--- src/dsvf_pkg.sv ---
// dual stream video fader: constants and carrier types
// assumes a single 20 MHz system clock; all users import the whole package
package dsvf_pkg;
  // pixel port and timing codes
  localparam int unsigned WORD_W = 8;
  localparam logic [7:0] CODE_FF = 8'hFF;
  localparam logic [7:0] CODE_00 = 8'h00;
  localparam int unsigned CODE_H_BIT = 4;
  // levels used at and after reset
  localparam logic [7:0] BLACK_Y = 8'h10;
  localparam logic [7:0] CHROMA_MID = 8'h80;
  localparam logic [7:0] RGB_MIN = 8'h00;
  // colour bar generator
  localparam int unsigned ACTIVE_PIXELS_DEF = 720;
  localparam int unsigned BAR_STEPS = 8;
  localparam logic [7:0][23:0] BAR_TABLE = {24'h108080, 24'h23D472, 24'h4164D4,
    24'h54B8C6, 24'h70483A, 24'h839C2C, 24'hA22C8E, 24'hB48080};
  // dematrix coefficients, scaled by 256
  localparam logic signed [19:0] DM_RV = 20'sh00167;
  localparam logic signed [19:0] DM_GU = 20'sh00058;
  localparam logic signed [19:0] DM_GV = 20'sh000B7;
  localparam logic signed [19:0] DM_BU = 20'sh001C6;
  localparam int unsigned DM_SHIFT = 8;
  // register byte offsets
  localparam logic [7:0] OFS_CTRL = 8'h00;
  localparam logic [7:0] OFS_FADE = 8'h04;
  localparam logic [7:0] OFS_KEY1_LO = 8'h08;
  localparam logic [7:0] OFS_KEY1_HI = 8'h0C;
  localparam logic [7:0] OFS_KEY2_LO = 8'h10;
  localparam logic [7:0] OFS_KEY2_HI = 8'h14;
  localparam logic [7:0] OFS_LUT = 8'h18;
  localparam logic [7:0] OFS_STATUS = 8'h1C;
  // control bit positions
  localparam int unsigned CB_EDGE_FIRST = 0;
  localparam int unsigned CB_EDGE_SECOND = 1;
  localparam int unsigned CB_CODE_DET = 2;
  localparam int unsigned CB_SLAVE = 3;
  localparam int unsigned CB_TFADE_MPEG = 4;
  localparam int unsigned CB_TFADE_VIDEO = 5;
  localparam int unsigned CB_IGNORE_KEYS = 6;
  localparam int unsigned CB_RGB_SEL = 7;
  localparam int unsigned CB_COMP_SEL = 8;
  localparam int unsigned CB_TEST_BARS = 9;
  localparam int unsigned CB_DEMATRIX_BYP = 10;
  localparam int unsigned CB_EARLY_SYNC = 11;
  localparam int unsigned CB_PAL = 12;
  localparam int unsigned EARLY_LSB = 16;
  localparam int unsigned EARLY_W = 5;
  localparam logic [31:0] CTRL_RESET = 32'h0000_1000;
  // fade factor field positions
  localparam int unsigned FADE_W = 6;
  localparam int unsigned FADE_FACTOR_KEY_ONE_LSB = 0;
  localparam int unsigned FADE_FACTOR_TABLE_LSB = 8;
  localparam int unsigned FADE_FACTOR_UNKEYED_LSB = 16;
  // carriers
  typedef struct packed {logic [7:0] y; logic [7:0] u; logic [7:0] v;} dsvf_yuv_t;
  typedef struct packed {logic [7:0] r; logic [7:0] g; logic [7:0] b;} dsvf_rgb_t;
  typedef struct packed {logic valid; dsvf_yuv_t pix;} dsvf_pix_t;
endpackage

--- src/dsvf_stream_deser.sv ---
// dual stream video fader: word demultiplexer and code finder
// assumes word strobes come from logic on the same clock
module dsvf_stream_deser
(
  // clock and reset
  input wire logic clk,
  input wire logic reset_n,
  // incoming words
  input wire logic wordStrobe,
  input wire logic [7:0] wordIn,
  input wire logic codeDetectEn,
  // pixels and line state
  output dsvf_pkg::dsvf_pix_t pixOut,
  output logic lineActive,
  output logic savPulse
);
  import dsvf_pkg::*;
  // whole state of the demultiplexer
  typedef struct packed {
    logic [7:0] hist0; logic [7:0] hist1; logic [7:0] hist2;
    logic [1:0] phase; logic [7:0] cb; logic [7:0] cr;
    logic active; logic sav; dsvf_pix_t pix;
  } dsvf_deser_state_t;
  dsvf_deser_state_t stateReg, stateNext;
  // next state
  always_comb
  begin
    stateNext = stateReg;
    stateNext.sav = 1'b0;
    stateNext.pix.valid = 1'b0;
    if (!codeDetectEn)
      stateNext.active = 1'b1; // free running without embedded codes
    if (wordStrobe)
    begin
      stateNext.hist0 = wordIn;
      stateNext.hist1 = stateReg.hist0;
      stateNext.hist2 = stateReg.hist1;
      if (codeDetectEn && stateReg.hist2 == CODE_FF && stateReg.hist1 == CODE_00
          && stateReg.hist0 == CODE_00)
      begin
        // timing word: realign, start or end the active line
        stateNext.phase = 2'h0;
        stateNext.active = !wordIn[CODE_H_BIT];
        stateNext.sav = !wordIn[CODE_H_BIT];
      end
      else
      begin
        // cb y cr y order
        stateNext.phase = stateReg.phase + 2'h1;
        case (stateReg.phase)
          2'h0: stateNext.cb = wordIn;
          2'h2: stateNext.cr = wordIn;
          default:
          begin
            stateNext.pix.valid = 1'b1;
            stateNext.pix.pix = '{y: wordIn, u: stateReg.cb, v: stateReg.cr};
          end
        endcase
      end
    end
  end
  // state register
  always_ff @(posedge clk or negedge reset_n)
  begin
    if (!reset_n)
      stateReg <= '0;
    else
      stateReg <= stateNext;
  end
  assign pixOut = stateReg.pix;
  assign lineActive = stateReg.active;
  assign savPulse = stateReg.sav;
endmodule

--- src/dsvf_keyed_blend.sv ---
// dual stream video fader: keyed three factor blender
// assumes inputs stand for the cycle in which inValid is high
module dsvf_keyed_blend #(parameter int unsigned FW = 6)
(
  // clock and reset
  input wire logic clk,
  input wire logic reset_n,
  // pixels
  input wire logic inValid,
  input dsvf_pkg::dsvf_yuv_t mpegIn,
  input dsvf_pkg::dsvf_yuv_t videoIn,
  input dsvf_pkg::dsvf_yuv_t lutColour,
  // keys, factors and modes
  input dsvf_pkg::dsvf_yuv_t key1Lo,
  input dsvf_pkg::dsvf_yuv_t key1Hi,
  input dsvf_pkg::dsvf_yuv_t key2Lo,
  input dsvf_pkg::dsvf_yuv_t key2Hi,
  input wire logic [FW-1:0] fade_factor_key_one,
  input wire logic [FW-1:0] fade_factor_table,
  input wire logic [FW-1:0] fade_factor_unkeyed,
  input wire logic tableFadeMpeg,
  input wire logic tableFadeVideo,
  input wire logic ignoreKeys,
  input wire logic passThrough,
  // result
  output dsvf_pkg::dsvf_pix_t blendOut,
  output logic key1Hit,
  output logic key2Hit
);
  import dsvf_pkg::*;
  localparam int unsigned FULL = 2 ** FW - 1;
  if (FW < 1 || FW > 8) $error("fade width must be 1 to 8");
  typedef struct packed {dsvf_pix_t out; logic hit1; logic hit2;} dsvf_blend_state_t;
  dsvf_blend_state_t stateReg, stateNext;
  // (FULL-n)/FULL of a plus n/FULL of b, rounded to nearest
  function automatic dsvf_yuv_t mix(input dsvf_yuv_t a, input dsvf_yuv_t b,
                                    input logic [FW-1:0] n);
    logic [17:0] acc;
    logic [23:0] res;
    res = '0;
    for (int i = 0; i < 3; i++)
    begin
      acc = (18'(FULL) - 18'(n)) * 18'(a[i*8 +: 8]) + 18'(n) * 18'(b[i*8 +: 8])
            + 18'(FULL / 2);
      res[i*8 +: 8] = 8'(acc / 18'(FULL));
    end
    mix = res;
  endfunction
  // colour lies inside the box lo..hi in all three components
  function automatic logic inBox(input dsvf_yuv_t c, input dsvf_yuv_t lo,
                                 input dsvf_yuv_t hi);
    inBox = c.y >= lo.y && c.y <= hi.y && c.u >= lo.u && c.u <= hi.u
            && c.v >= lo.v && c.v <= hi.v;
  endfunction
  // factor and operand choice per pixel
  always_comb
  begin
    stateNext = stateReg;
    stateNext.out.valid = inValid;
    stateNext.hit1 = inBox(mpegIn, key1Lo, key1Hi);
    stateNext.hit2 = inBox(mpegIn, key2Lo, key2Hi);
    if (inValid)
    begin
      if (passThrough)
        stateNext.out.pix = videoIn; // outside the active line, unfaded
      else if (tableFadeMpeg)
        stateNext.out.pix = mix(mpegIn, lutColour, fade_factor_table);
      else if (tableFadeVideo)
        stateNext.out.pix = mix(lutColour, videoIn, fade_factor_table);
      else if (ignoreKeys)
        stateNext.out.pix = mix(lutColour, videoIn, fade_factor_table);
      else if (stateNext.hit1)
        stateNext.out.pix = mix(mpegIn, videoIn, fade_factor_key_one);
      else if (stateNext.hit2)
        stateNext.out.pix = mix(lutColour, videoIn, fade_factor_table);
      else
        stateNext.out.pix = mix(mpegIn, videoIn, fade_factor_unkeyed);
    end
  end
  // state register
  always_ff @(posedge clk or negedge reset_n)
  begin
    if (!reset_n)
      stateReg <= '0;
    else
      stateReg <= stateNext;
  end
  assign blendOut = stateReg.out;
  assign key1Hit = stateReg.hit1;
  assign key2Hit = stateReg.hit2;
endmodule

--- src/dsvf_top.sv ---
// dual stream video fader: encoder input stage, AHB-Lite registers
// assumes one 20 MHz clock; the line-locked clock and pixel port are async pins
// Notes on behaviour
// capture one stream per line-locked clock edge
// 8-bit cb-y-cr-y words, codes only slave mode
// cross switch by two edge select bits
// source keeps 00 and FF out of video
// outside active line, video passes unfaded
// output is factor mix of two inputs
// key one box selects factor one
// factor one 00 all mpeg, 3F all video
// key two box blends table colour with video
// otherwise factor three mixes mpeg and video
// option ignores keys, fades against table
// table fade bits per fader side
// both routing bits: fader feeds both paths
// rgb gets fader, composite gets stream b
// rgb gets stream b, composite stream a
// both zero: stream b feeds both paths
// colour bars, eight steps per line
// composite sync advance up to 31 clocks
// reset gives pal, black composite, minimum rgb
// reset abandons any bus transfer in progress
// dematrix bypass puts cr y cb out
// outputs oversampled twice per pixel
// factor n weights video by n/63
//
// Added by the designer: register access over AHB-Lite and the address map.
module dsvf_top #(parameter int unsigned ACTIVE_PIXELS = dsvf_pkg::ACTIVE_PIXELS_DEF)
(
  // clock and reset
  input wire logic clk,
  input wire logic reset_n,
  // ahb-lite slave
  input wire logic hsel,
  input wire logic [31:0] haddr,
  input wire logic [1:0] htrans,
  input wire logic hwrite,
  input wire logic [2:0] hsize,
  input wire logic [31:0] hwdata,
  input wire logic hready,
  output logic [31:0] hrdata,
  output logic hreadyout,
  output logic hresp,
  // pixel port pins
  input wire logic lineLockedClock,
  input wire logic [7:0] pixelPort,
  // encoder feeds
  output dsvf_pkg::dsvf_yuv_t compositeOut,
  output dsvf_pkg::dsvf_rgb_t rgbOut,
  output logic sampleStrobe,
  output logic standardPal,
  output logic [4:0] syncAdvance
);
  import dsvf_pkg::*;
  localparam int unsigned CNT_W = $clog2(ACTIVE_PIXELS);
  localparam int unsigned BAR_LEN = ACTIVE_PIXELS / BAR_STEPS;
  if (ACTIVE_PIXELS % BAR_STEPS != 0 || ACTIVE_PIXELS < BAR_STEPS)
    $error("active pixel count must be a multiple of the bar count");

  // whole state of the top level
  typedef struct packed {
    logic [31:0] ctrl; // mode bits
    logic [31:0] fade; // three fade factors
    dsvf_yuv_t key1Lo; // key one lower corner
    dsvf_yuv_t key1Hi; // key one upper corner
    dsvf_yuv_t key2Lo; // key two lower corner
    dsvf_yuv_t key2Hi; // key two upper corner
    dsvf_yuv_t lut; // table colour
    logic llcMeta; // first synchroniser stage
    logic llcSync; // second synchroniser stage
    logic llcPrev; // for edge detection
    logic [7:0] pixMeta; // first synchroniser stage
    logic [7:0] pixSync; // second synchroniser stage
    logic [7:0] riseWord; // word of the rising edge
    logic [7:0] fallWord; // word of the falling edge
    logic riseStb; // new rising edge word
    logic fallStb; // new falling edge word
    dsvf_yuv_t heldA; // latest stream a pixel
    dsvf_yuv_t aDly; // stream a aligned with fader
    dsvf_yuv_t bDly; // stream b aligned with fader
    logic [CNT_W-1:0] pixCnt; // active pixel position
    dsvf_yuv_t prevComp; // last composite pixel
    dsvf_rgb_t prevRgb; // last rgb pixel
    logic halfPending; // second sample still owed
    dsvf_yuv_t compOut; // composite feed
    dsvf_rgb_t rgbOut; // rgb feed
    logic sampleStb; // feed update pulse
    logic [EARLY_W-1:0] syncAdv; // applied sync advance
    logic wrPend; // write data phase owed
    logic [7:0] wrAddr; // address of that write
    logic [31:0] rdData; // read data
    logic readyOut; // slave ready
  } dsvf_top_state_t;
  dsvf_top_state_t stateReg, stateNext;

  // stream side signals
  logic wordStbA, wordStbB;
  logic [7:0] wordA, wordB;
  logic codeDetect;
  dsvf_pix_t pixA, pixB, blendPix;
  logic activeA, activeB, savA, savB, key1Hit, key2Hit;
  dsvf_yuv_t barColour, mpegIn, videoIn;
  logic [2:0] barIdx;

  // rounded bytewise average, the half-way sample
  function automatic logic [23:0] avg3(input logic [23:0] a, input logic [23:0] b);
    logic [8:0] s;
    logic [23:0] r;
    r = '0;
    for (int i = 0; i < 3; i++)
    begin
      s = 9'(a[i*8 +: 8]) + 9'(b[i*8 +: 8]) + 9'h001;
      r[i*8 +: 8] = s[8:1];
    end
    avg3 = r;
  endfunction

  // limit a signed sum to the 8-bit code range
  function automatic logic [7:0] clamp8(input logic signed [19:0] x);
    if (x < 20'sh00000)
      clamp8 = RGB_MIN;
    else if (x > 20'sh000FF)
      clamp8 = 8'hFF;
    else
      clamp8 = x[7:0];
  endfunction

  // colour difference to rgb
  function automatic dsvf_rgb_t dematrix(input dsvf_yuv_t p);
    logic signed [19:0] yy, uu, vv;
    dsvf_rgb_t o;
    yy = signed'(20'(p.y));
    uu = signed'(20'(p.u)) - signed'(20'(CHROMA_MID));
    vv = signed'(20'(p.v)) - signed'(20'(CHROMA_MID));
    o.r = clamp8(yy + ((vv * DM_RV) >>> DM_SHIFT));
    o.g = clamp8(yy - ((uu * DM_GU + vv * DM_GV) >>> DM_SHIFT));
    o.b = clamp8(yy + ((uu * DM_BU) >>> DM_SHIFT));
    dematrix = o;
  endfunction

  // cross switch: each stream takes the edge its select bit names
  assign wordStbA = stateReg.ctrl[CB_EDGE_FIRST] ? stateReg.fallStb : stateReg.riseStb;
  assign wordA = stateReg.ctrl[CB_EDGE_FIRST] ? stateReg.fallWord : stateReg.riseWord;
  assign wordStbB = stateReg.ctrl[CB_EDGE_SECOND] ? stateReg.riseStb : stateReg.fallStb;
  assign wordB = stateReg.ctrl[CB_EDGE_SECOND] ? stateReg.riseWord : stateReg.fallWord;
  // code detection only in slave mode
  assign codeDetect = stateReg.ctrl[CB_CODE_DET] && stateReg.ctrl[CB_SLAVE];

  // stream a demultiplexer
  dsvf_stream_deser deserA
  (
    .clk(clk),
    .reset_n(reset_n),
    .wordStrobe(wordStbA),
    .wordIn(wordA),
    .codeDetectEn(codeDetect),
    .pixOut(pixA),
    .lineActive(activeA),
    .savPulse(savA)
  );

  // stream b demultiplexer
  dsvf_stream_deser deserB
  (
    .clk(clk),
    .reset_n(reset_n),
    .wordStrobe(wordStbB),
    .wordIn(wordB),
    .codeDetectEn(codeDetect),
    .pixOut(pixB),
    .lineActive(activeB),
    .savPulse(savB)
  );

  // colour bars, eight steps per line
  assign barIdx = 3'(stateReg.pixCnt / CNT_W'(BAR_LEN));
  assign barColour = BAR_TABLE[barIdx];
  // bars replace external data on both fader inputs
  assign mpegIn = stateReg.ctrl[CB_TEST_BARS] ? barColour : stateReg.heldA;
  assign videoIn = stateReg.ctrl[CB_TEST_BARS] ? barColour : pixB.pix;

  // keyed fader, paced by stream b
  dsvf_keyed_blend #(.FW(FADE_W)) fader
  (
    .clk(clk),
    .reset_n(reset_n),
    .inValid(pixB.valid),
    .mpegIn(mpegIn),
    .videoIn(videoIn),
    .lutColour(stateReg.lut),
    .key1Lo(stateReg.key1Lo),
    .key1Hi(stateReg.key1Hi),
    .key2Lo(stateReg.key2Lo),
    .key2Hi(stateReg.key2Hi),
    .fade_factor_key_one(stateReg.fade[FADE_FACTOR_KEY_ONE_LSB +: FADE_W]),
    .fade_factor_table(stateReg.fade[FADE_FACTOR_TABLE_LSB +: FADE_W]),
    .fade_factor_unkeyed(stateReg.fade[FADE_FACTOR_UNKEYED_LSB +: FADE_W]),
    .tableFadeMpeg(stateReg.ctrl[CB_TFADE_MPEG]),
    .tableFadeVideo(stateReg.ctrl[CB_TFADE_VIDEO]),
    .ignoreKeys(stateReg.ctrl[CB_IGNORE_KEYS]),
    .passThrough(codeDetect && !activeB),
    .blendOut(blendPix),
    .key1Hit(key1Hit),
    .key2Hit(key2Hit)
  );

  // next state of the whole top level
  always_comb
  begin
    logic addrPhase;
    logic [31:0] rd;
    dsvf_yuv_t compNew, rgbSrc;
    dsvf_rgb_t rgbNew;
    addrPhase = 1'b0;
    rd = '0;
    compNew = '0;
    rgbSrc = '0;
    rgbNew = '0;
    stateNext = stateReg;
    stateNext.riseStb = 1'b0;
    stateNext.fallStb = 1'b0;
    stateNext.sampleStb = 1'b0;
    stateNext.readyOut = 1'b1;

    // two stage synchronisers on the pins
    stateNext.llcMeta = lineLockedClock;
    stateNext.llcSync = stateReg.llcMeta;
    stateNext.llcPrev = stateReg.llcSync;
    stateNext.pixMeta = pixelPort;
    stateNext.pixSync = stateReg.pixMeta;

    // one word per edge of the line-locked clock
    if (stateReg.llcSync && !stateReg.llcPrev)
    begin
      stateNext.riseWord = stateReg.pixSync;
      stateNext.riseStb = 1'b1;
    end
    else if (!stateReg.llcSync && stateReg.llcPrev)
    begin
      stateNext.fallWord = stateReg.pixSync;
      stateNext.fallStb = 1'b1;
    end

    // hold stream a for pacing by stream b
    if (pixA.valid)
      stateNext.heldA = pixA.pix;
    if (pixB.valid)
    begin
      stateNext.aDly = mpegIn;
      stateNext.bDly = videoIn;
    end

    // active pixel counter for the bar generator
    if (savB)
      stateNext.pixCnt = '0;
    else if (pixB.valid && activeB)
      stateNext.pixCnt = (stateReg.pixCnt == CNT_W'(ACTIVE_PIXELS - 1)) ? '0
                         : stateReg.pixCnt + CNT_W'(1);

    // routing to the two encoders
    case ({stateReg.ctrl[CB_RGB_SEL], stateReg.ctrl[CB_COMP_SEL]})
      2'b11:
      begin
        compNew = blendPix.pix;
        rgbSrc = blendPix.pix;
      end
      2'b10:
      begin
        compNew = stateReg.bDly;
        rgbSrc = blendPix.pix;
      end
      2'b01:
      begin
        compNew = stateReg.aDly;
        rgbSrc = stateReg.bDly;
      end
      default:
      begin
        compNew = stateReg.bDly;
        rgbSrc = stateReg.bDly;
      end
    endcase

    // dematrix or its bypass
    if (stateReg.ctrl[CB_DEMATRIX_BYP])
      rgbNew = '{r: rgbSrc.v, g: rgbSrc.y, b: rgbSrc.u};
    else
      rgbNew = dematrix(rgbSrc);

    // two samples per pixel: midpoint, then pixel
    if (blendPix.valid)
    begin
      stateNext.compOut = avg3(stateReg.prevComp, compNew);
      stateNext.rgbOut = avg3(stateReg.prevRgb, rgbNew);
      stateNext.prevComp = compNew;
      stateNext.prevRgb = rgbNew;
      stateNext.halfPending = 1'b1;
      stateNext.sampleStb = 1'b1;
    end
    else if (stateReg.halfPending && wordStbB)
    begin
      stateNext.compOut = stateReg.prevComp;
      stateNext.rgbOut = stateReg.prevRgb;
      stateNext.halfPending = 1'b0;
      stateNext.sampleStb = 1'b1;
    end

    // sync advance, zero when off
    stateNext.syncAdv = stateReg.ctrl[CB_EARLY_SYNC]
                        ? stateReg.ctrl[EARLY_LSB +: EARLY_W] : '0;

    // ahb data phase: pending write
    if (stateReg.wrPend)
    begin
      case (stateReg.wrAddr)
        OFS_CTRL: stateNext.ctrl = hwdata;
        OFS_FADE: stateNext.fade = hwdata;
        OFS_KEY1_LO: stateNext.key1Lo = hwdata[23:0];
        OFS_KEY1_HI: stateNext.key1Hi = hwdata[23:0];
        OFS_KEY2_LO: stateNext.key2Lo = hwdata[23:0];
        OFS_KEY2_HI: stateNext.key2Hi = hwdata[23:0];
        OFS_LUT: stateNext.lut = hwdata[23:0];
        default: stateNext.wrPend = 1'b0; // ignored
      endcase
    end

    // ahb address phase
    addrPhase = hsel && htrans[1] && hready;
    stateNext.wrPend = addrPhase && hwrite && haddr[31:8] == 24'h000000;
    stateNext.wrAddr = haddr[7:0];
    if (addrPhase && !hwrite)
    begin
      if (haddr[31:8] == 24'h000000)
      begin
        case (haddr[7:0])
          OFS_CTRL: rd = stateReg.ctrl;
          OFS_FADE: rd = stateReg.fade;
          OFS_KEY1_LO: rd = {8'h00, stateReg.key1Lo};
          OFS_KEY1_HI: rd = {8'h00, stateReg.key1Hi};
          OFS_KEY2_LO: rd = {8'h00, stateReg.key2Lo};
          OFS_KEY2_HI: rd = {8'h00, stateReg.key2Hi};
          OFS_LUT: rd = {8'h00, stateReg.lut};
          OFS_STATUS: rd = {16'(stateReg.pixCnt), 12'h000, key2Hit, key1Hit,
                            activeB, activeA};
          default: rd = '0;
        endcase
      end
      stateNext.rdData = rd;
    end
  end

  // state register; reset shows black
  always_ff @(posedge clk or negedge reset_n)
  begin
    if (!reset_n)
    begin
      stateReg <= '0; // pending bus write abandoned
      stateReg.ctrl <= CTRL_RESET; // pal standard
      stateReg.compOut <= '{y: BLACK_Y, u: CHROMA_MID, v: CHROMA_MID};
      stateReg.prevComp <= '{y: BLACK_Y, u: CHROMA_MID, v: CHROMA_MID};
      stateReg.rgbOut <= '{r: RGB_MIN, g: RGB_MIN, b: RGB_MIN};
      stateReg.prevRgb <= '{r: RGB_MIN, g: RGB_MIN, b: RGB_MIN};
    end
    else
    begin
      stateReg <= stateNext;
    end
  end

  // outputs straight from the state register, except hresp which is tied low
  assign hrdata = stateReg.rdData;
  assign hreadyout = stateReg.readyOut;
  assign hresp = 1'b0; // always okay
  assign compositeOut = stateReg.compOut;
  assign rgbOut = stateReg.rgbOut;
  assign sampleStrobe = stateReg.sampleStb;
  assign standardPal = stateReg.ctrl[CB_PAL];
  assign syncAdvance = stateReg.syncAdv;
endmodule

--- config.mk ---
export PLATFORM = sky130hd
export DESIGN_NAME = dsvf_top
export DESIGN_NICKNAME = d
export VERILOG_FILES = /design/src/dsvf_pkg.sv /design/src/dsvf_stream_deser.sv /design/src/dsvf_keyed_blend.sv /design/src/dsvf_top.sv
export SDC_FILE = /design/constraint.sdc
export NUM_CORES = 2
export LEC_CHECK = 0
export ABC_AREA = 1
export BUFFER_PORTS_ARGS = -buffer_cell sky130_fd_sc_hd__buf_2
export CORE_MARGIN = 5
export CORE_UTILIZATION = 60
export DETAILED_ROUTE_END_ITERATION = 6
export MAX_ROUTING_LAYER = met4
export PLACE_DENSITY_LB_ADDON = 0.15
export SKIP_CTS_REPAIR_TIMING = 1
export SLEW_MARGIN = 20
export SYNTH_ARGS = -nofsm -noshare
export SYNTH_HDL_FRONTEND = slang
export SYNTH_SLANG_ARGS = --single-unit
export TNS_END_PERCENT = 1
--- constraint.sdc ---
create_clock -name clk -period 17.7 [get_ports clk]
set_input_delay 1.77 -clock clk [delete_from_list [all_inputs] [get_ports clk]]
set_output_delay 1.77 -clock clk [all_outputs]
set_load 0.01 [all_outputs]
==> metrics.txt <==
# TYPE chip_impl_metric gauge
chip_impl_info{name="cp_common_cell",value="nand2_1"} 1
chip_impl_metric{name="die_w",unit="um"} 421.4
chip_impl_metric{name="drt-met1-wl",unit="um"} 124300
chip_impl_info{name="cts_root_buf",value="clkbuf_16"} 1
chip_impl_info{name="worst_hold_path_type",value="register to register"} 1
chip_impl_metric{name="rr_worst_depth",unit=""} 110
chip_impl_metric{name="worst_max_slew_pin_slew",unit="ns"} 1.217
chip_impl_info{name="synth_flop_cell",value="dfrtp_1"} 1
chip_impl_metric{name="routed_wire_length_per_instance",unit="um"} 18.75
chip_impl_metric{name="seq_power_share",unit="%"} 45.6
chip_impl_metric{name="numClockSinks",unit=""} 612
chip_impl_metric{name="placedCellCount",unit=""} 16540
chip_impl_metric{name="worst_ir_drop_vdd",unit="mV"} 0.09019
chip_impl_info{name="path_class",value="register to register"} 1
chip_impl_info{name="cts_tree",value="done"} 1
chip_impl_metric{name="count_of_max_cap_constraint_violations",unit=""} 0
chip_impl_info{name="setup.worst_path.start_class",value="register"} 1
chip_impl_metric{name="critical-path-max-stage-delay",unit="ns"} 0.59
chip_impl_metric{name="yosys_register_bits",unit=""} 612
chip_impl_info{name="critical_path.reg2reg.startpoint",value="stateReg[145]"} 1
chip_impl_metric{name="min_path_cells",unit=""} 0
chip_impl_metric{name="ant_nets",unit=""} 0
chip_impl_metric{name="site_row_count",unit=""} 151
chip_impl_metric{name="clk_latency",unit="ns"} 0.73
chip_impl_metric{name="final_cell_count_no_fill",unit=""} 16690
chip_impl_metric{name="sw_frac_of_total",unit="%"} 31.59
chip_impl_metric{name="remaining_drcs",unit=""} 1
chip_impl_metric{name="dr.first_iter.drc_count",unit=""} 8011
chip_impl_metric{name="clkSlewWorstSetupHoldPaths",unit="ns"} 0.07
chip_impl_info{name="worstSetupStartpoint",value="stateReg[145]"} 1
chip_impl_info{name="reg2reg_to",value="fader.blendOut[0]"} 1
chip_impl_metric{name="comb_power_share",unit="%"} 17.7
chip_impl_metric{name="skew",unit="ns"} 0.08486
chip_impl_metric{name="worstPathRequired",unit="ns"} 18.31
chip_impl_metric{name="post_synth_and_or_nand_nor_area_fraction",unit="%"} 27.94
chip_impl_info{name="hold_start",value="stateNext[247]"} 1
chip_impl_metric{name="synth-adder-area-share",unit="%"} 30.89
chip_impl_metric{name="synth.yosys.warnings",unit=""} 0
chip_impl_metric{name="number_of_pins_exceeding_their_max_slew_limit_in_the_final_report",unit=""} 0
chip_impl_metric{name="area.growth.synth_to_final",unit="%"} 5.662
chip_impl_metric{name="ys_async_sr_fraction",unit="%"} 100.0
chip_impl_metric{name="gp_routability_congestion",unit=""} 0.9698
chip_impl_info{name="failed_checks",value="design-rule violations"} 1
chip_impl_metric{name="core_region_area",unit="um2"} 168900
chip_impl_metric{name="synth_seq_area_share",unit="%"} 15.09
chip_impl_metric{name="wl_met2",unit="um"} 142700
chip_impl_metric{name="floorplan.die.height",unit="um"} 421.4
chip_impl_metric{name="grt_antenna_before_repair",unit=""} 13
chip_impl_metric{name="synthMuxAreaShare",unit="%"} 0.1664
chip_impl_metric{name="p_leak",unit="nW"} 61.55
chip_impl_info{name="worstHoldEndpoint",value="stateReg[247]"} 1
chip_impl_metric{name="internal-power",unit="mW"} 2.601
chip_impl_metric{name="syn_nets",unit=""} 16410
chip_impl_info{name="top_layer",value="met4"} 1
chip_impl_metric{name="fillers",unit=""} 15500
chip_impl_info{name="synth_top_family_by_area",value="adder cells"} 1
chip_impl_metric{name="post-route-period-util",unit="%"} 92.50
chip_impl_metric{name="layout-drive-gt1-share",unit="%"} 10.74
chip_impl_metric{name="fin_hold_ws",unit="ns"} 0.3491
chip_impl_metric{name="cts-buffers-inserted",unit=""} 61
chip_impl_metric{name="netlist_area_before_placement",unit="um2"} 101500
chip_impl_metric{name="detailroute.wirelength.met3",unit="um"} 27940
chip_impl_metric{name="deepest_clock_path_buffer_count",unit=""} 3
chip_impl_metric{name="first_global_vias",unit=""} 92430
chip_impl_metric{name="die_area",unit="um2"} 177500
chip_impl_metric{name="synth-edff-count",unit=""} 0
chip_impl_metric{name="avgSynthCellArea",unit="um2"} 7.052
chip_impl_metric{name="number_of_hold_violations_in_the_final_report",unit=""} 0
chip_impl_metric{name="cellPowerDensity",unit="nW/um2"} 35.44
chip_impl_metric{name="vias",unit=""} 93470
chip_impl_metric{name="power.net_switching",unit="mW"} 1.201
chip_impl_metric{name="grt-ovfl-total",unit=""} 0
chip_impl_info{name="mostFrequentLayoutCells",value="3500 x nand2_1, 2856 x inv_1, 1173 x nor2_1, 964 x fa_1, 964 x ha_1"} 1
chip_impl_metric{name="slew_headroom",unit="%"} 18.30
chip_impl_metric{name="synthDistinctLibCells",unit=""} 82
chip_impl_metric{name="rrSetupSlack",unit="ns"} 1.33
chip_impl_metric{name="share_clk_of_total_power",unit="%"} 36.7
chip_impl_metric{name="nNetsFinal",unit=""} 16420
chip_impl_metric{name="grt.total_usage",unit="%"} 35.81
chip_impl_metric{name="drt-total-wl",unit="um"} 312900
chip_impl_metric{name="synth_cells",unit=""} 14400
chip_impl_metric{name="vias_per_cell",unit=""} 5.600
chip_impl_metric{name="cp.arrival",unit="ns"} 16.98
chip_impl_metric{name="grt_pass1_wl",unit="um"} 496000
chip_impl_metric{name="cts_htree_levels",unit=""} 2
chip_impl_info{name="slowest_stage",value="inv_1"} 1
chip_impl_metric{name="initial_core_util",unit="%"} 60.11
chip_impl_metric{name="ios",unit=""} 172
chip_impl_metric{name="io_buffers",unit=""} 166
chip_impl_metric{name="synthXorXnorAreaFrac",unit="%"} 2.275
chip_impl_metric{name="share_of_the_synthesized_area_in_compound_gates_ao_oa_aoi_oai",unit="%"} 10.43
chip_impl_info{name="timing.critical_path.to_type",value="register"} 1
chip_impl_metric{name="setup_violators_final",unit=""} 0
chip_impl_info{name="outcome",value="finished with violations"} 1
chip_impl_metric{name="largest_net_degree_at_the_start_of_global_routing",unit=""} 163
chip_impl_metric{name="hpwl",unit="um"} 246500
chip_impl_metric{name="cp_max_fo",unit=""} 13
chip_impl_info{name="mostFrequentLayoutCell",value="nand2_1"} 1
chip_impl_metric{name="final_period_minus_worst_setup_slack",unit="ns"} 16.37
chip_impl_metric{name="drt_pre_antenna_iters",unit=""} 7
chip_impl_metric{name="timing.fmax",unit="MHz"} 61.08
## metrics by stage
step	TNS, ns	util [%]	area [um2]	worst slack (ns)	power [mW]
2_1_floorplan	0	-	101500	3.218	2.174
3_3_place_gp	0	62.01	104700	0.8457	2.386
3_5_place_dp	0	62.01	104700	0.5404	2.417
4_1_cts	0	63.25	106800	0.4794	3.805
5_1_grt	-0.003615	63.50	107300	-0.003615	3.967
6_report	0	63.51	107300	1.328	3.802
## kinds of logic (layout without fill, tap and decap cells)
kind of cell	after synthesis	after routing
xor gates and xnor gates	244	244
other	2	18
and+or+nand+nor	6328	6328
DFF	612	612
AOI/OAI and AO/OA	1809	1809
muxes	15	15
adders and majority gates	1928	1928
buffers and inverters	3458	3519
## power by group through the flow
| stage | Clock (mW) | Combinational, mW | Sequential [mW] |
|---|---|---|---|
| detailed placement | 0 | 0.664 | 1.75 |
| CTS | 1.41 | 0.669 | 1.73 |
| global route | 1.46 | 0.752 | 1.75 |
| global placement | 0 | 0.641 | 1.75 |
| floorplan | 0 | 0.466 | 1.71 |
| finish | 1.39 | 0.674 | 1.73 |
## synthesized netlist by cell type (25+ instances only)
cell      number  share of area (%)
xor2_1       165                1.4
o21ai_0      791                3.9
clkinv_1      32               0.12
ha_1         964                 12
nor2_2       122               0.75
a21oi_1      366                1.8
o311ai_0      38               0.33
inv_2        112               0.41
o221ai_1      25               0.22
o22ai_1       66               0.41
dfrtp_1      605                 15
buf_4         88               0.65
xnor2_1       62               0.53
nor3_1        44               0.22
nand2_2      313                1.9
nand2_4       56               0.62
o21ai_1      148               0.73
nand4_1      160               0.99
inv_1       2867                 11
nand3_1      624                3.1
o21ai_2       46               0.40
o211ai_1      58               0.43
nor2_1      1184                4.4
nand2_1     3511                 13
nand3_2      141                1.4
fa_1         964                 19
clkbuf_1     323                1.2
o21bai_1      48               0.35
o21a_1        34               0.25
nor2_4        47               0.52
or2_2         28               0.17
a21o_1        31               0.23
## worst max-delay path by stage
stage / slack, ns / endpoint / cells after the start
global route: -0.004 / fader.blendOut[16] / 110
global placement: 0.85 / fader.blendOut[16] / 111
floorplan: 3.22 / fader.blendOut[0] / 110
CTS: 0.48 / fader.blendOut[16] / 109
detailed placement: 0.54 / fader.blendOut[16] / 109
finish: 1.33 / fader.blendOut[0] / 110
## state kept, by name, indices dropped and copies added, names as in the netlist, 5 cells and up
signal / count
rgbOut: 24
deserA.stateReg: 42
syncAdvance: 5
stateNext: 10
deserB.pixOut: 25
stateReg: 350
fader.blendOut: 25
compositeOut: 24
hrdata: 32
deserB.stateReg: 42
deserA.pixOut: 25
## metal layers
metal  track usage (%)  up-vias
met4             16.02        0
met3             7.002      820
met1             44.08    44570
li1                  -    44550
met5                 -        -
met2             57.49     3533
## critical path: cells and delay by family, from the launching register on
kind	cells	cell delay, ns
adder cells (fa/ha/maj)	10	3.89
AO/OA/AOI/OAI	13	1.88
flip-flops	1	0.41
AND/OR/NAND/NOR	72	7.63
XOR/XNOR	2	0.42
buffers and inverters	13	1.99
## final cells by class
type	count	area, um2	area share [%]
inverters	3016	11350	10.58
diodes	16	40.04	0.03732
repair buffers	393	2654	2.474
well taps	2218	2775	2.587
clock inverters	35	459.2	0.4281
flip-flops and latches	612	15330	14.29
clock buffers	75	1629	1.519
multi-input cells	10330	73030	68.08
Power figures use the tool's default switching activity.
